[src/inc/spi_chain_pkg.sv]
// Shared constants and types for the daisy-chain serial control port
package spi_chain_pkg;

  // Timing
  localparam int CLK_PERIOD_PS = 4000;
  localparam int SCLK_PERIOD_PS = 125000;
  // Half serial period rounded down, never below one cycle
  localparam int SCLK_HALF_RAW = (SCLK_PERIOD_PS / 2) / CLK_PERIOD_PS;
  localparam int SCLK_HALF_CYC = (SCLK_HALF_RAW < 1) ? 1 : SCLK_HALF_RAW;

  // Framing
  localparam int BYTE_W = 8;
  localparam int WORD_W = 16;
  localparam int ADDR_USED_W = 6;
  localparam int CID_W = 4;
  localparam int CHAIN_MAX = 16;
  localparam logic [1:0] FRAMES_NARROW = 2'h3;
  localparam logic [1:0] FRAMES_WIDE = 2'h2;
  localparam logic [4:0] DATA_BIT_IDX = 5'h10;

  // Control byte layout
  localparam int BIT_BCAST = 7;
  localparam int BIT_READ = 6;
  localparam int BIT_ONE = 5;
  localparam int BIT_ZERO = 4;
  localparam logic [2:0] CID_FIRST_IDX = 3'h4;

  // Controller registers on APB
  localparam logic [7:0] OFF_CMD = 8'h00;
  localparam logic [7:0] OFF_STAT = 8'h04;
  localparam int CMD_CID_LSB = 0;
  localparam int CMD_READ_BIT = 4;
  localparam int CMD_BCAST_BIT = 5;
  localparam int CMD_ADDR_LSB = 8;
  localparam int CMD_DATA_LSB = 16;
  localparam int CMD_WIDE_BIT = 24;
  localparam int STAT_BUSY_BIT = 0;
  localparam int STAT_RDATA_LSB = 8;

  typedef enum logic [1:0] {
    DEV_CTRL, DEV_ADDR, DEV_DATA, DEV_TAIL
  } dev_state_t;

  typedef enum logic [2:0] {
    H_IDLE, H_LEAD, H_LOW, H_HIGH, H_GAP
  } host_state_t;

endpackage : spi_chain_pkg

[src/inc/spi_chain_if.sv]
// Link wires between the serial controller and one chained device
`timescale 1ns/1ps
interface spi_chain_if;
  logic sclk;
  logic cs_n;
  logic mosi;
  logic mosi_oe;
  logic sdo;
  logic sdo_oe;
  logic serial_pass_through_out;
  logic miso;

  // Return line is pulled high while no device drives it
  assign miso = sdo_oe ? sdo : 1'b1;

  modport host (
    output sclk, cs_n, mosi, mosi_oe,
    input miso
  );

  modport dev (
    input sclk, cs_n, mosi,
    output sdo, sdo_oe, serial_pass_through_out
  );
endinterface : spi_chain_if

[src/hw/spi_chain_sync.sv]
// Two-stage synchroniser with edge pulses for idle-high link lines
`timescale 1ns/1ps
module spi_chain_sync #(
  parameter int W = 1
) (
  input wire logic clk_i,
  input wire logic rst_i,
  input wire logic [W-1:0] d_i,
  output logic [W-1:0] lvl_o,
  output logic [W-1:0] rise_o,
  output logic [W-1:0] fall_o
);
  logic [W-1:0] meta_q;
  logic [W-1:0] sync_q;
  logic [W-1:0] prev_q;

  always_ff @(posedge clk_i) begin
    if (rst_i) begin
      meta_q <= '1;
      sync_q <= '1;
      prev_q <= '1;
    end else begin
      meta_q <= d_i;
      sync_q <= meta_q;
      prev_q <= sync_q;
    end
  end

  assign lvl_o = sync_q;
  assign rise_o = sync_q & ~prev_q;
  assign fall_o = ~sync_q & prev_q;
endmodule : spi_chain_sync

[src/hw/spi_chain_device.sv]
// Daisy-chain serial control port, device end
//
// Behaviour
// - Up to sixteen devices chained via pass-through
// - Control, address, data bytes; six address bits
// - Every byte shifted most significant bit first
// - Free clock: select frames each whole byte
// - Gated clock: eight cycles, idles high
// - Wired lines: controller releases during read data
// - Select change mid-byte returns to idle
// - Broadcast used by controller for writes only
// - Control bit six: one read, zero write
// - Control bits five, four sent one, zero
// - Channel field sent least significant first
// - Forward channel minus one; zero executes
// - Broadcast forwards channel unchanged, all apply
// - Broadcast and direction bits forwarded unchanged
// - Narrow controller: three framed byte transfers
// - Select toggle after data ends single byte
// - Serial input ignored during read data
// - Wide controller: select low means eight more
// - Wide write discards the last eight bits
// - Wide read repeats the register value
// - Narrow or wide framing detected automatically
`timescale 1ns/1ps
module spi_chain_device (
  input wire logic REF_CLK_I,
  input wire logic RST_I,
  spi_chain_if.dev LINK,
  output logic [spi_chain_pkg::ADDR_USED_W-1:0] REG_ADDR_O,
  output logic [spi_chain_pkg::BYTE_W-1:0] REG_WDATA_O,
  output logic REG_WR_O,
  output logic REG_RD_O,
  input wire logic [spi_chain_pkg::BYTE_W-1:0] REG_RDATA_I,
  output logic BCAST_O
);

  ////////////////////////////////////////////////////////////////////////
  // Pin capture

  logic [2:0] pin_lvl;
  logic [2:0] pin_rise;
  logic [2:0] pin_fall;

  spi_chain_sync #(
    .W(3)
  ) u_sync (
    .clk_i(REF_CLK_I),
    .rst_i(RST_I),
    .d_i({LINK.sclk, LINK.cs_n, LINK.mosi}),
    .lvl_o(pin_lvl),
    .rise_o(pin_rise),
    .fall_o(pin_fall)
  );

  wire sclk_rise = pin_rise[2];
  wire sclk_fall = pin_fall[2];
  wire cs_n_s = pin_lvl[1];
  wire cs_rise = pin_rise[1];
  wire cs_edge = pin_rise[1] | pin_fall[1];
  wire sdi_s = pin_lvl[0];

  ////////////////////////////////////////////////////////////////////////
  // State

  spi_chain_pkg::dev_state_t state_q;
  spi_chain_pkg::dev_state_t state_d;
  logic [2:0] bit_q;
  logic [spi_chain_pkg::BYTE_W-1:0] shift_q;
  logic [spi_chain_pkg::BYTE_W-1:0] out_q;
  logic [spi_chain_pkg::ADDR_USED_W-1:0] addr_q;
  logic [spi_chain_pkg::BYTE_W-1:0] wdata_q;
  logic bcast_q;
  logic read_q;
  logic target_q;
  logic borrow_q;
  logic fwd_q;
  logic thru_q;
  logic sdo_q;
  logic oe_q;
  logic wr_q;
  logic rd_q;
  logic rd_pend_q;

  ////////////////////////////////////////////////////////////////////////
  // Decode

  wire take = sclk_rise & ~cs_n_s;
  wire drive = sclk_fall & ~cs_n_s;
  wire at_boundary = (bit_q == 3'h0);
  wire resync = cs_edge & ~at_boundary;
  wire byte_done = take & (bit_q == 3'h7);
  wire [spi_chain_pkg::BYTE_W-1:0] byte_in = {shift_q[6:0], sdi_s};
  wire in_ctrl = (state_q == spi_chain_pkg::DEV_CTRL);
  wire first_bit = in_ctrl & at_boundary;
  wire in_cid = in_ctrl & (bit_q >= spi_chain_pkg::CID_FIRST_IDX);

  // Serial decrement rides the least significant bit first order
  wire dec_bit = sdi_s ^ borrow_q;
  wire fwd_bit = (in_cid & ~bcast_q) ? dec_bit : sdi_s;
  // Borrow only ripples through the channel bits, never bits 6 to 4
  wire borrow_d = first_bit ? 1'b1 :
                  (in_cid ? (borrow_q & ~sdi_s) : borrow_q);

  // Channel field arrives as bits 3 down to 0 = ids 0 up to 3
  wire cid_zero = (byte_in[spi_chain_pkg::CID_W-1:0] == 4'h0);
  wire ctrl_target = byte_in[spi_chain_pkg::BIT_BCAST] | cid_zero;
  wire ctrl_read = byte_in[spi_chain_pkg::BIT_READ];

  // Broadcast reads are never answered to avoid line contention
  wire answer = read_q & target_q & ~bcast_q;
  wire ctrl_read_q_ok = read_q & target_q & ~bcast_q;
  wire data_phase = (state_q == spi_chain_pkg::DEV_DATA) ||
                    (state_q == spi_chain_pkg::DEV_TAIL);
  wire do_write = byte_done & (state_q == spi_chain_pkg::DEV_DATA) &
                  ~read_q & target_q;
  wire do_read = byte_done & (state_q == spi_chain_pkg::DEV_ADDR) &
                 ctrl_read_q_ok;
  wire tail_end = cs_rise & (state_q == spi_chain_pkg::DEV_TAIL);

  ////////////////////////////////////////////////////////////////////////
  // Byte sequencer

  always_comb begin
    state_d = state_q;
    if (resync || tail_end) begin
      state_d = spi_chain_pkg::DEV_CTRL;
    end else if (byte_done) begin
      unique case (state_q)
        spi_chain_pkg::DEV_CTRL: state_d = spi_chain_pkg::DEV_ADDR;
        spi_chain_pkg::DEV_ADDR: state_d = spi_chain_pkg::DEV_DATA;
        // Select still low after data: a wide frame, eight more bits
        spi_chain_pkg::DEV_DATA: state_d = spi_chain_pkg::DEV_TAIL;
        spi_chain_pkg::DEV_TAIL: state_d = spi_chain_pkg::DEV_CTRL;
      endcase
    end
  end

  always_ff @(posedge REF_CLK_I) begin
    if (RST_I) begin
      state_q <= spi_chain_pkg::DEV_CTRL;
      bit_q <= 3'h0;
      shift_q <= 8'h00;
    end else begin
      state_q <= state_d;
      if (resync) begin
        bit_q <= 3'h0;
      end else if (take) begin
        bit_q <= bit_q + 3'h1;
        shift_q <= byte_in;
      end
    end
  end

  ////////////////////////////////////////////////////////////////////////
  // Control byte capture and pass-through

  always_ff @(posedge REF_CLK_I) begin
    if (RST_I) begin
      bcast_q <= 1'b0;
      read_q <= 1'b0;
      target_q <= 1'b0;
      borrow_q <= 1'b1;
      fwd_q <= 1'b1;
      thru_q <= 1'b1;
    end else begin
      if (take && first_bit) begin
        bcast_q <= sdi_s;
      end
      if (take && in_ctrl) begin
        borrow_q <= borrow_d;
      end
      if (take) begin
        fwd_q <= fwd_bit;
      end
      if (drive) begin
        thru_q <= fwd_q;
      end
      if (byte_done && in_ctrl) begin
        read_q <= ctrl_read;
        target_q <= ctrl_target;
      end
    end
  end

  ////////////////////////////////////////////////////////////////////////
  // Register access

  always_ff @(posedge REF_CLK_I) begin
    if (RST_I) begin
      addr_q <= '0;
      wdata_q <= 8'h00;
      wr_q <= 1'b0;
      rd_q <= 1'b0;
      rd_pend_q <= 1'b0;
    end else begin
      wr_q <= do_write;
      rd_q <= do_read;
      rd_pend_q <= rd_q;
      if (byte_done && (state_q == spi_chain_pkg::DEV_ADDR)) begin
        addr_q <= byte_in[spi_chain_pkg::ADDR_USED_W-1:0];
      end
      if (do_write) begin
        wdata_q <= byte_in;
      end
    end
  end

  ////////////////////////////////////////////////////////////////////////
  // Read data return

  // Rotating keeps the value for a repeat in the wide second half
  always_ff @(posedge REF_CLK_I) begin
    if (RST_I) begin
      out_q <= 8'h00;
      sdo_q <= 1'b1;
      oe_q <= 1'b0;
    end else begin
      if (rd_pend_q) begin
        out_q <= REG_RDATA_I;
      end else if (drive && answer && data_phase) begin
        out_q <= {out_q[6:0], out_q[7]};
      end
      if (drive && answer && data_phase) begin
        sdo_q <= out_q[7];
        oe_q <= 1'b1;
      end else if (!data_phase || !answer) begin
        oe_q <= 1'b0;
      end
    end
  end

  assign LINK.sdo = sdo_q;
  assign LINK.sdo_oe = oe_q;
  assign LINK.serial_pass_through_out = thru_q;
  assign REG_ADDR_O = addr_q;
  assign REG_WDATA_O = wdata_q;
  assign REG_WR_O = wr_q;
  assign REG_RD_O = rd_q;
  assign BCAST_O = bcast_q;

endmodule : spi_chain_device

[src/flat_wrapper.sv]
// flat-port wrapper written by rule: the top's interface ports become plain ports
module spi_chain_device_flat 
  (REF_CLK_I, RST_I, REG_ADDR_O, REG_WDATA_O, REG_WR_O, REG_RD_O, REG_RDATA_I, BCAST_O, LINK_sclk, LINK_cs_n, LINK_mosi, LINK_sdo, LINK_sdo_oe, LINK_serial_pass_through_out);
  spi_chain_if LINK_i ();
  input wire logic REF_CLK_I;
  input wire logic RST_I;
  output logic [spi_chain_pkg::ADDR_USED_W-1:0] REG_ADDR_O;
  output logic [spi_chain_pkg::BYTE_W-1:0] REG_WDATA_O;
  output logic REG_WR_O;
  output logic REG_RD_O;
  input wire logic [spi_chain_pkg::BYTE_W-1:0] REG_RDATA_I;
  output logic BCAST_O;
  input wire logic [$bits(LINK_i.sclk)-1:0] LINK_sclk;
  input wire logic [$bits(LINK_i.cs_n)-1:0] LINK_cs_n;
  input wire logic [$bits(LINK_i.mosi)-1:0] LINK_mosi;
  output wire logic [$bits(LINK_i.sdo)-1:0] LINK_sdo;
  output wire logic [$bits(LINK_i.sdo_oe)-1:0] LINK_sdo_oe;
  output wire logic [$bits(LINK_i.serial_pass_through_out)-1:0] LINK_serial_pass_through_out;
  assign LINK_i.sclk = LINK_sclk;
  assign LINK_i.cs_n = LINK_cs_n;
  assign LINK_i.mosi = LINK_mosi;
  assign LINK_sdo = LINK_i.sdo;
  assign LINK_sdo_oe = LINK_i.sdo_oe;
  assign LINK_serial_pass_through_out = LINK_i.serial_pass_through_out;
  spi_chain_device u_core (.REF_CLK_I(REF_CLK_I), .RST_I(RST_I), .LINK(LINK_i), .REG_ADDR_O(REG_ADDR_O), .REG_WDATA_O(REG_WDATA_O), .REG_WR_O(REG_WR_O), .REG_RD_O(REG_RD_O), .REG_RDATA_I(REG_RDATA_I), .BCAST_O(BCAST_O));
endmodule
[config.mk]
export PLATFORM = sky130hd
export DESIGN_NAME = spi_chain_device_flat
export DESIGN_NICKNAME = d
export VERILOG_FILES = /design/src/inc/spi_chain_pkg.sv /design/src/inc/spi_chain_if.sv /design/src/hw/spi_chain_sync.sv /design/src/hw/spi_chain_device.sv /design/src/flat_wrapper.sv
export SDC_FILE = /design/constraint.sdc
export NUM_CORES = 1
export LEC_CHECK = 0
export ABC_AREA = 0
export BUFFER_PORTS_ARGS = -buffer_cell sky130_fd_sc_hd__buf_2
export CAP_MARGIN = 10
export CORE_MARGIN = 4
export CORE_UTILIZATION = 55
export DETAILED_ROUTE_END_ITERATION = 6
export PLACE_DENSITY = 0.81
export SLEW_MARGIN = 20
export SYNTH_ARGS = -nofsm -noshare
export SYNTH_HDL_FRONTEND = slang
export SYNTH_SLANG_ARGS = --single-unit
[constraint.sdc]
create_clock -name REF_CLK_I -period 1.9 [get_ports REF_CLK_I]
set_input_delay 0.19 -clock REF_CLK_I [delete_from_list [all_inputs] [get_ports REF_CLK_I]]
set_output_delay 0.19 -clock REF_CLK_I [all_outputs]
set_load 0.02 [all_outputs]
# After elaboration in Yosys (flattened, before gate mapping)
# Cells that the tools add are included.
[classes]
addsub = 1
reduce_logical = 21
order_cmp = 1
bitwise = 29
n_eq_ne = 4
mux = 8
[op_table]
columns = ["operator", "count"]
rows = [
  ["$and 1x1->1", 16],
  ["$mux 8", 2],
  ["$pmux 2 s4", 1],
  ["$and 3x3->3", 2],
  ["$logic_and 1x1->1", 6],
  ["$not 1->1", 6],
  ["$not 3->3", 2],
  ["$reduce_bool 2->1", 3],
  ["$mux 1", 5],
  ["$eq 2x2->1 const B", 2],
  ["$logic_not 4->1", 1],
  ["$reduce_and 2->1", 2],
  ["$reduce_or 2->1", 2],
  ["$add 3x1->3 const B", 1],
  ["$eq 3x3->1 const B", 1],
  ["$ge 3x3->1 const B", 1],
  ["$logic_not 3->1", 1],
  ["$logic_or 1x1->1", 3],
  ["$eq 2x1->1 const B", 1],
  ["$logic_not 1->1", 2],
  ["$logic_not 2->1", 1],
  ["$or 1x1->1", 2],
  ["$xor 1x1->1", 1],
]
[totals]
register_bits = 54
in_bits = 13

# Logic depth before layout (Yosys ltp)
[depth]
depth_word = 7
depth_mapped = 7
depth_no_buf = 6

# Cells and area by module
# A second synthesis with hierarchy kept.
[hier_totals]
hier_cells = 225
hier_area_um2 = 2257.2
[by_module_without_submodules]
columns = ["mod", "cells_each", "area_per_inst_um2", "instances"]
rows = [
  ["spi_chain_device", 201, 1983.2, 1],
  ["spi_chain_sync", 24, 274.0, 1],
]

# Least setup slack after synthesis
# Ideal clock, no wire load.
[synth_path]
kind = "flip-flop to flip-flop"
startpoint = "reg u_core.bit_q[0]"
endpoint = "reg u_core.wdata_q, in the netlist u_core.REG_WDATA_O[0]"
period_less_slack_ns = 1.593
arrival_ns = 1.465
path_buffers = 1
path_slack_ns = 0.307
setup_time_ns = 0.128
required_time_ns = 1.772
path_stages_with_launch = 8
path_cell_list = "dfxtp_1 > ha_1 > ha_1 > and4bb_1 > and4b_1 > buf_4 > mux2i_1 > nor2_1"
[synth_via]
elab_chain_cells = 5
[synth_rtl]
columns = ["element", "line_no", "text"]
rows = [
  ["from (decl)", "spi_chain_device.sv:68", "logic [2:0] bit_q;"],
  ["from (signal assigned)", "spi_chain_device.sv:149", "bit_q <= bit_q + 3'h1;"],
  ["$eq 3x3->1", "spi_chain_device.sv:92", "wire byte_done = take & (bit_q == 3'h7);"],
  ["$and 1x1->1", "spi_chain_device.sv:92", ""],
  ["$and 1x1->1 (2 in a row)", "spi_chain_device.sv:115", "wire do_write = byte_done & (state_q == spi_chain_pkg::DEV_DATA) &"],
  ["$and 1x1->1", "spi_chain_device.sv:116", "~read_q & target_q;"],
  ["to (signal assigned)", "spi_chain_device.sv:204", "wdata_q <= byte_in;"],
  ["to (decl)", "spi_chain_device.sv:72", "logic [spi_chain_pkg::BYTE_W-1:0] wdata_q;"],
]
# Every way passes these cells.
# A chain may end at the register's enable or synchronous reset.

# Final worst setup path
[layout_path]
startpoint = "reg u_core.state_q[0]"
endpoint = "reg u_core.out_q[1] (netlist bit)"
[layout_via]
elab_chain_cells = 4
[layout_rtl]
columns = ["element", "line_no", "text"]
rows = [
  ["from (decl)", "spi_chain_device.sv:66", "spi_chain_pkg::dev_state_t state_q;"],
  ["from (signal assigned)", "spi_chain_device.sv:141", "state_q <= spi_chain_pkg::DEV_CTRL;"],
  ["from (signal assigned)", "spi_chain_device.sv:145", "state_q <= state_d;"],
  ["$eq 2x2->1, on equally long branches", "spi_chain_device.sv:113, spi_chain_device.sv:114", ""],
  ["$logic_or 1x1->1 *", "spi_chain_device.sv:113", "wire data_phase = (state_q == spi_chain_pkg::DEV_DATA) ||"],
  ["$logic_and 1x1->1 *", "spi_chain_device.sv:221", "end else if (drive && answer && data_phase) begin"],
  ["$reduce_bool 2->1 (no line) *", "--", ""],
  ["to (signal assigned)", "spi_chain_device.sv:222", "out_q <= {out_q[6:0], out_q[7]};"],
  ["to (decl)", "spi_chain_device.sv:70", "logic [spi_chain_pkg::BYTE_W-1:0] out_q;"],
]
# Every way passes the cells marked *; elsewhere a longest branch is shown, timed or not.

==> impl_metrics.yaml <==
die:
  die-width_um: 71.3
  core_area_um2: 3770
  io-pin-count: 33
  die_area_um2: 5090
  rows: 22
  initial_utilization_pct: 58.5
  die_h_um: 71.3
placement:
  place_ws_ns: 0.143
  portBuffers: 32
  hpwl_um: 2950
  placed_cells: 295
  placed_area_um2: 2430
  gp_congestion: 0.754
drt:
  totalWireLength_um: 4030
  drc: 0
  drtAntennaViolNets: 0
  via_per_inst: 5.30
  post_drt_wl_per_cell_um: 13.2
  drt_first_pass_iters: 4
  num_vias: 1622
  drt-initial-drc-count: 102
clocking:
  hold_buffers: 0
  clock-sinks: 53
  cts_buffers: 5
  root_buffer: "clkbuf_8"
  clkLatencyLatePin_ns: 0.30
  htreeDepth: 2
  clk_pin_slew_ns: 0.09
  cts_tree: "yes"
  cts_buffer_depth: 2
power_and_ir_drop:
  ir_worst_vdd_mv: 0.470
  power.share.clock_pct: 33.5
  swShare_pct: 21.0
  power_leakage_nw: 1.06
  p_sw_mw: 0.372
  p_per_area_nw_per_um2: 696
  intPower_mw: 1.40
  seqPwrFrac_pct: 63.5
  p_comb_share_pct: 3.0
setup_path:
  crit_path_max_fanout: 5
  cp-start-kind: "flop"
  cp.arrival_ns: 1.96
  critPathSlowestCell: "dfxtp_1"
  required_ns: 2.11
  worstSetupEndpointType: "flop"
  crit_chain: "inv_1 > ha_1 > o2111ai_4 > buf_4 > nor3_1 > a2111oi_2"
  critical_path_class: "reg -> reg"
  cpPeakStageDelay_ns: 0.39
synth:
  syn-cell-area_um2: 2210
  synthTopCellsByCount: "53 x dfxtp_1, 27 x nor2_1, 16 x mux2i_1, 15 x nand2_1, 13 x a21oi_1"
  synth_warnings: 0
  async_flop_share_pct: 0
  synth_nets: 243
  yosys_most_used_dff: "dfxtp_1"
  ys_ff_latch: 53
  synth_area_leader_cell: "dfxtp_1"
  synth_enable_flop_cells: 0
  synth-seq-area-share_pct: 48.1
  postSynthAreaPerCell_um2: 10.0
  synth_area_leaders: "dfxtp_1 48%, mux2i_1 7.3%, ha_1 5.7%, nor2_1 4.6%, nor2b_1 3.4%"
  netlist_instances: 220
  synth.distinct_cells: 39
  yosys.area.top_type_share_pct: 48.1
  yosysMostFrequentCell: "dfxtp_1"
global_routing:
  grt_max_degree: 26
  grtUsageMet3_pct: 4.35
  grt_usage_pct: 16.5
  antenna_found_initial: 0
  busiest_layer: "met2"
  met2_usage_pct: 26.2
  grt_pass1_vias: 1555
  grt_pass1_wl_um: 6840
  use_met1_pct: 21.0
  grt_overflow: 0
job:
  max_cap_violations: 0
sta:
  slew_violations: 0
  fin_worst_skew_ns: 0.00905
  worst_slack_ns: 0.145
  setup_violations: 0
  rsz0062_at_grt: "no"
  fin_crit_sh_pct: 92.4
  worst_pin_slew_ns: 0.616
  slew_headroom_pct: 58.9
  finalCriticalPeriod_ns: 1.75
  setup_tns_ns: 0
  clock.fmax_mhz: 570
  hold_viol_final: 0
finish:
  area_delta_synth_final_pct: 15.3
  layout-drive-gt1-share_pct: 26.4
  diodes: 0
  post-route-cell-area_um2: 2540
  layoutNonFillerInstCount: 306
  nets: 280
worst_hold_path:
  min_path_type: "in -> reg"
run_status:
  status: "complete, no violations"
-- layout by cell type, fill, tap and decap left out, types with 2 or more instances in the layout --
cell,instances
dfxtp_1,53
buf_4,6
a2111oi_2,4
nor3_1,8
clkinv_2,2
or2_2,8
ha_1,10
nand3b_1,3
nor2_1,27
clkbuf_8,5
inv_1,7
buf_2,32
nand2_1,15
o21ai_0,3
a21oi_1,13
a211oi_1,2
nor2b_1,12
mux2i_1,16
nand3_1,8
a2111oi_1,2
-- what timing repair did --
| item | CTS | global route |
|---|---|---|
| gates resized for setup | 0 | 1 |
| setup buffers | 0 | 3 |
| setup endpoints to repair | 0 | 2 |
-- per-stage QoR --
| step | power (mW) | hold slack [ns] | util (%) |
|---|---|---|---|
| final | 1.77 | 0.0672 | 67.5 |
| after global routing | 1.84 | 0.0718 | 67.5 |
| after global placement | 1.20 | 0.375 | 64.4 |
| after floorplan | 1.18 | 0.294 | - |
| after CTS | 1.79 | 0.0630 | 66.6 |
| after detailed placement | 1.20 | 0.376 | 64.4 |
-- final timing paths --
| kind | startpoint | slack, ns | endpoint | depth (start not counted) |
|---|---|---|---|---|
| worst max-delay path | u_core.state_q[0]$_SDFFE_PP0N_ | 0.15 | u_core.out_q[1]$_SDFFE_PP0P_ | 6 |
| worst min-delay path | LINK_cs_n | 0.07 | u_core.u_sync.meta_q[1]$_SDFF_PP1_ | 2 |
| worst max register to register | u_core.state_q[0]$_SDFFE_PP0N_ | 0.15 | u_core.out_q[1]$_SDFFE_PP0P_ | 6 |
| worst min register to register | u_core.u_sync.meta_q[0]$_SDFF_PP1_ | 0.41 | u_core.u_sync.lvl_o[0]$_SDFF_PP1_ | 1 |
-- layout make-up --
type | count | area (µm²)
inverters | 7 | 26.3
fillers | 312 | 1230
multi-input cells | 151 | 1090
well taps | 48 | 60.1
repair buffers | 39 | 225
flip-flops and latches | 53 | 1060
clock inverters | 2 | 10.0
clock buffers | 6 | 72.6
-- state kept, by name, summed over array words and instances (netlist names) --
| name | flops |
|---|---|
| u_core.BCAST_O | 1 |
| u_core.LINK.serial_pass_through_out | 1 |
| u_core.u_sync.lvl_o | 3 |
| u_core.u_sync.meta_q | 3 |
| u_core.REG_ADDR_O | 6 |
| u_core.target_q | 1 |
| u_core.out_q | 8 |
| u_core.read_q | 1 |
| u_core.fwd_q | 1 |
| u_core.LINK.sdo | 1 |
| u_core.u_sync.prev_q | 2 |
| u_core.borrow_q | 1 |
| u_core.rd_pend_q | 1 |
| u_core.LINK.sdo_oe | 1 |
| u_core.REG_WR_O | 1 |
| u_core.REG_RD_O | 1 |
| u_core.bit_q | 3 |
| u_core.state_q | 2 |
| u_core.REG_WDATA_O | 8 |
| u_core.shift_q | 7 |
-- critical path, delay by kind of cell (launching register included) --
family | cells | cell delay [ns]
AOI/OAI and AO/OA | 2 | 0.64
DFF | 1 | 0.39
adders and majority gates | 1 | 0.30
buffers and inverters | 2 | 0.28
and+or+nand+nor | 1 | 0.05
-- logic make-up (layout without fill, tap and decap cells) --
kind of cell,after synthesis,after routing,share of synthesized area [%]
AND/OR/NAND/NOR,90,90,21.8
flip-flops,53,53,48.1
AO/OA/AOI/OAI,34,34,13.7
multiplexers,16,16,7.26
buffers and inverters,16,54,3.06
adder cells (fa/ha/maj),10,10,5.67
XOR/XNOR,1,1,0.397
-- per-layer routing --
| layer | vias up | part of all wire [%] | wire length [µm] |
|---|---|---|---|
| met4 | 0 | 1.7 | 67 |
| met5 | - | 0 | 0 |
| met2 | 26 | 49 | 1960 |
| met1 | 749 | 45 | 1820 |
| met3 | 9 | 4.4 | 177 |
| li1 | 838 | - | - |
-- power groups by stage --
stage / registers [mW] / logic (mW) / clock network (mW)
after floorplan: 1.15 / 0.0314 / 0
after global placement: 1.15 / 0.0525 / 0
after detailed placement: 1.15 / 0.0532 / 0
after CTS: 1.12 / 0.0534 / 0.612
after global routing: 1.13 / 0.0597 / 0.657
final: 1.12 / 0.0523 / 0.594
Power figures use the tool's default switching activity.
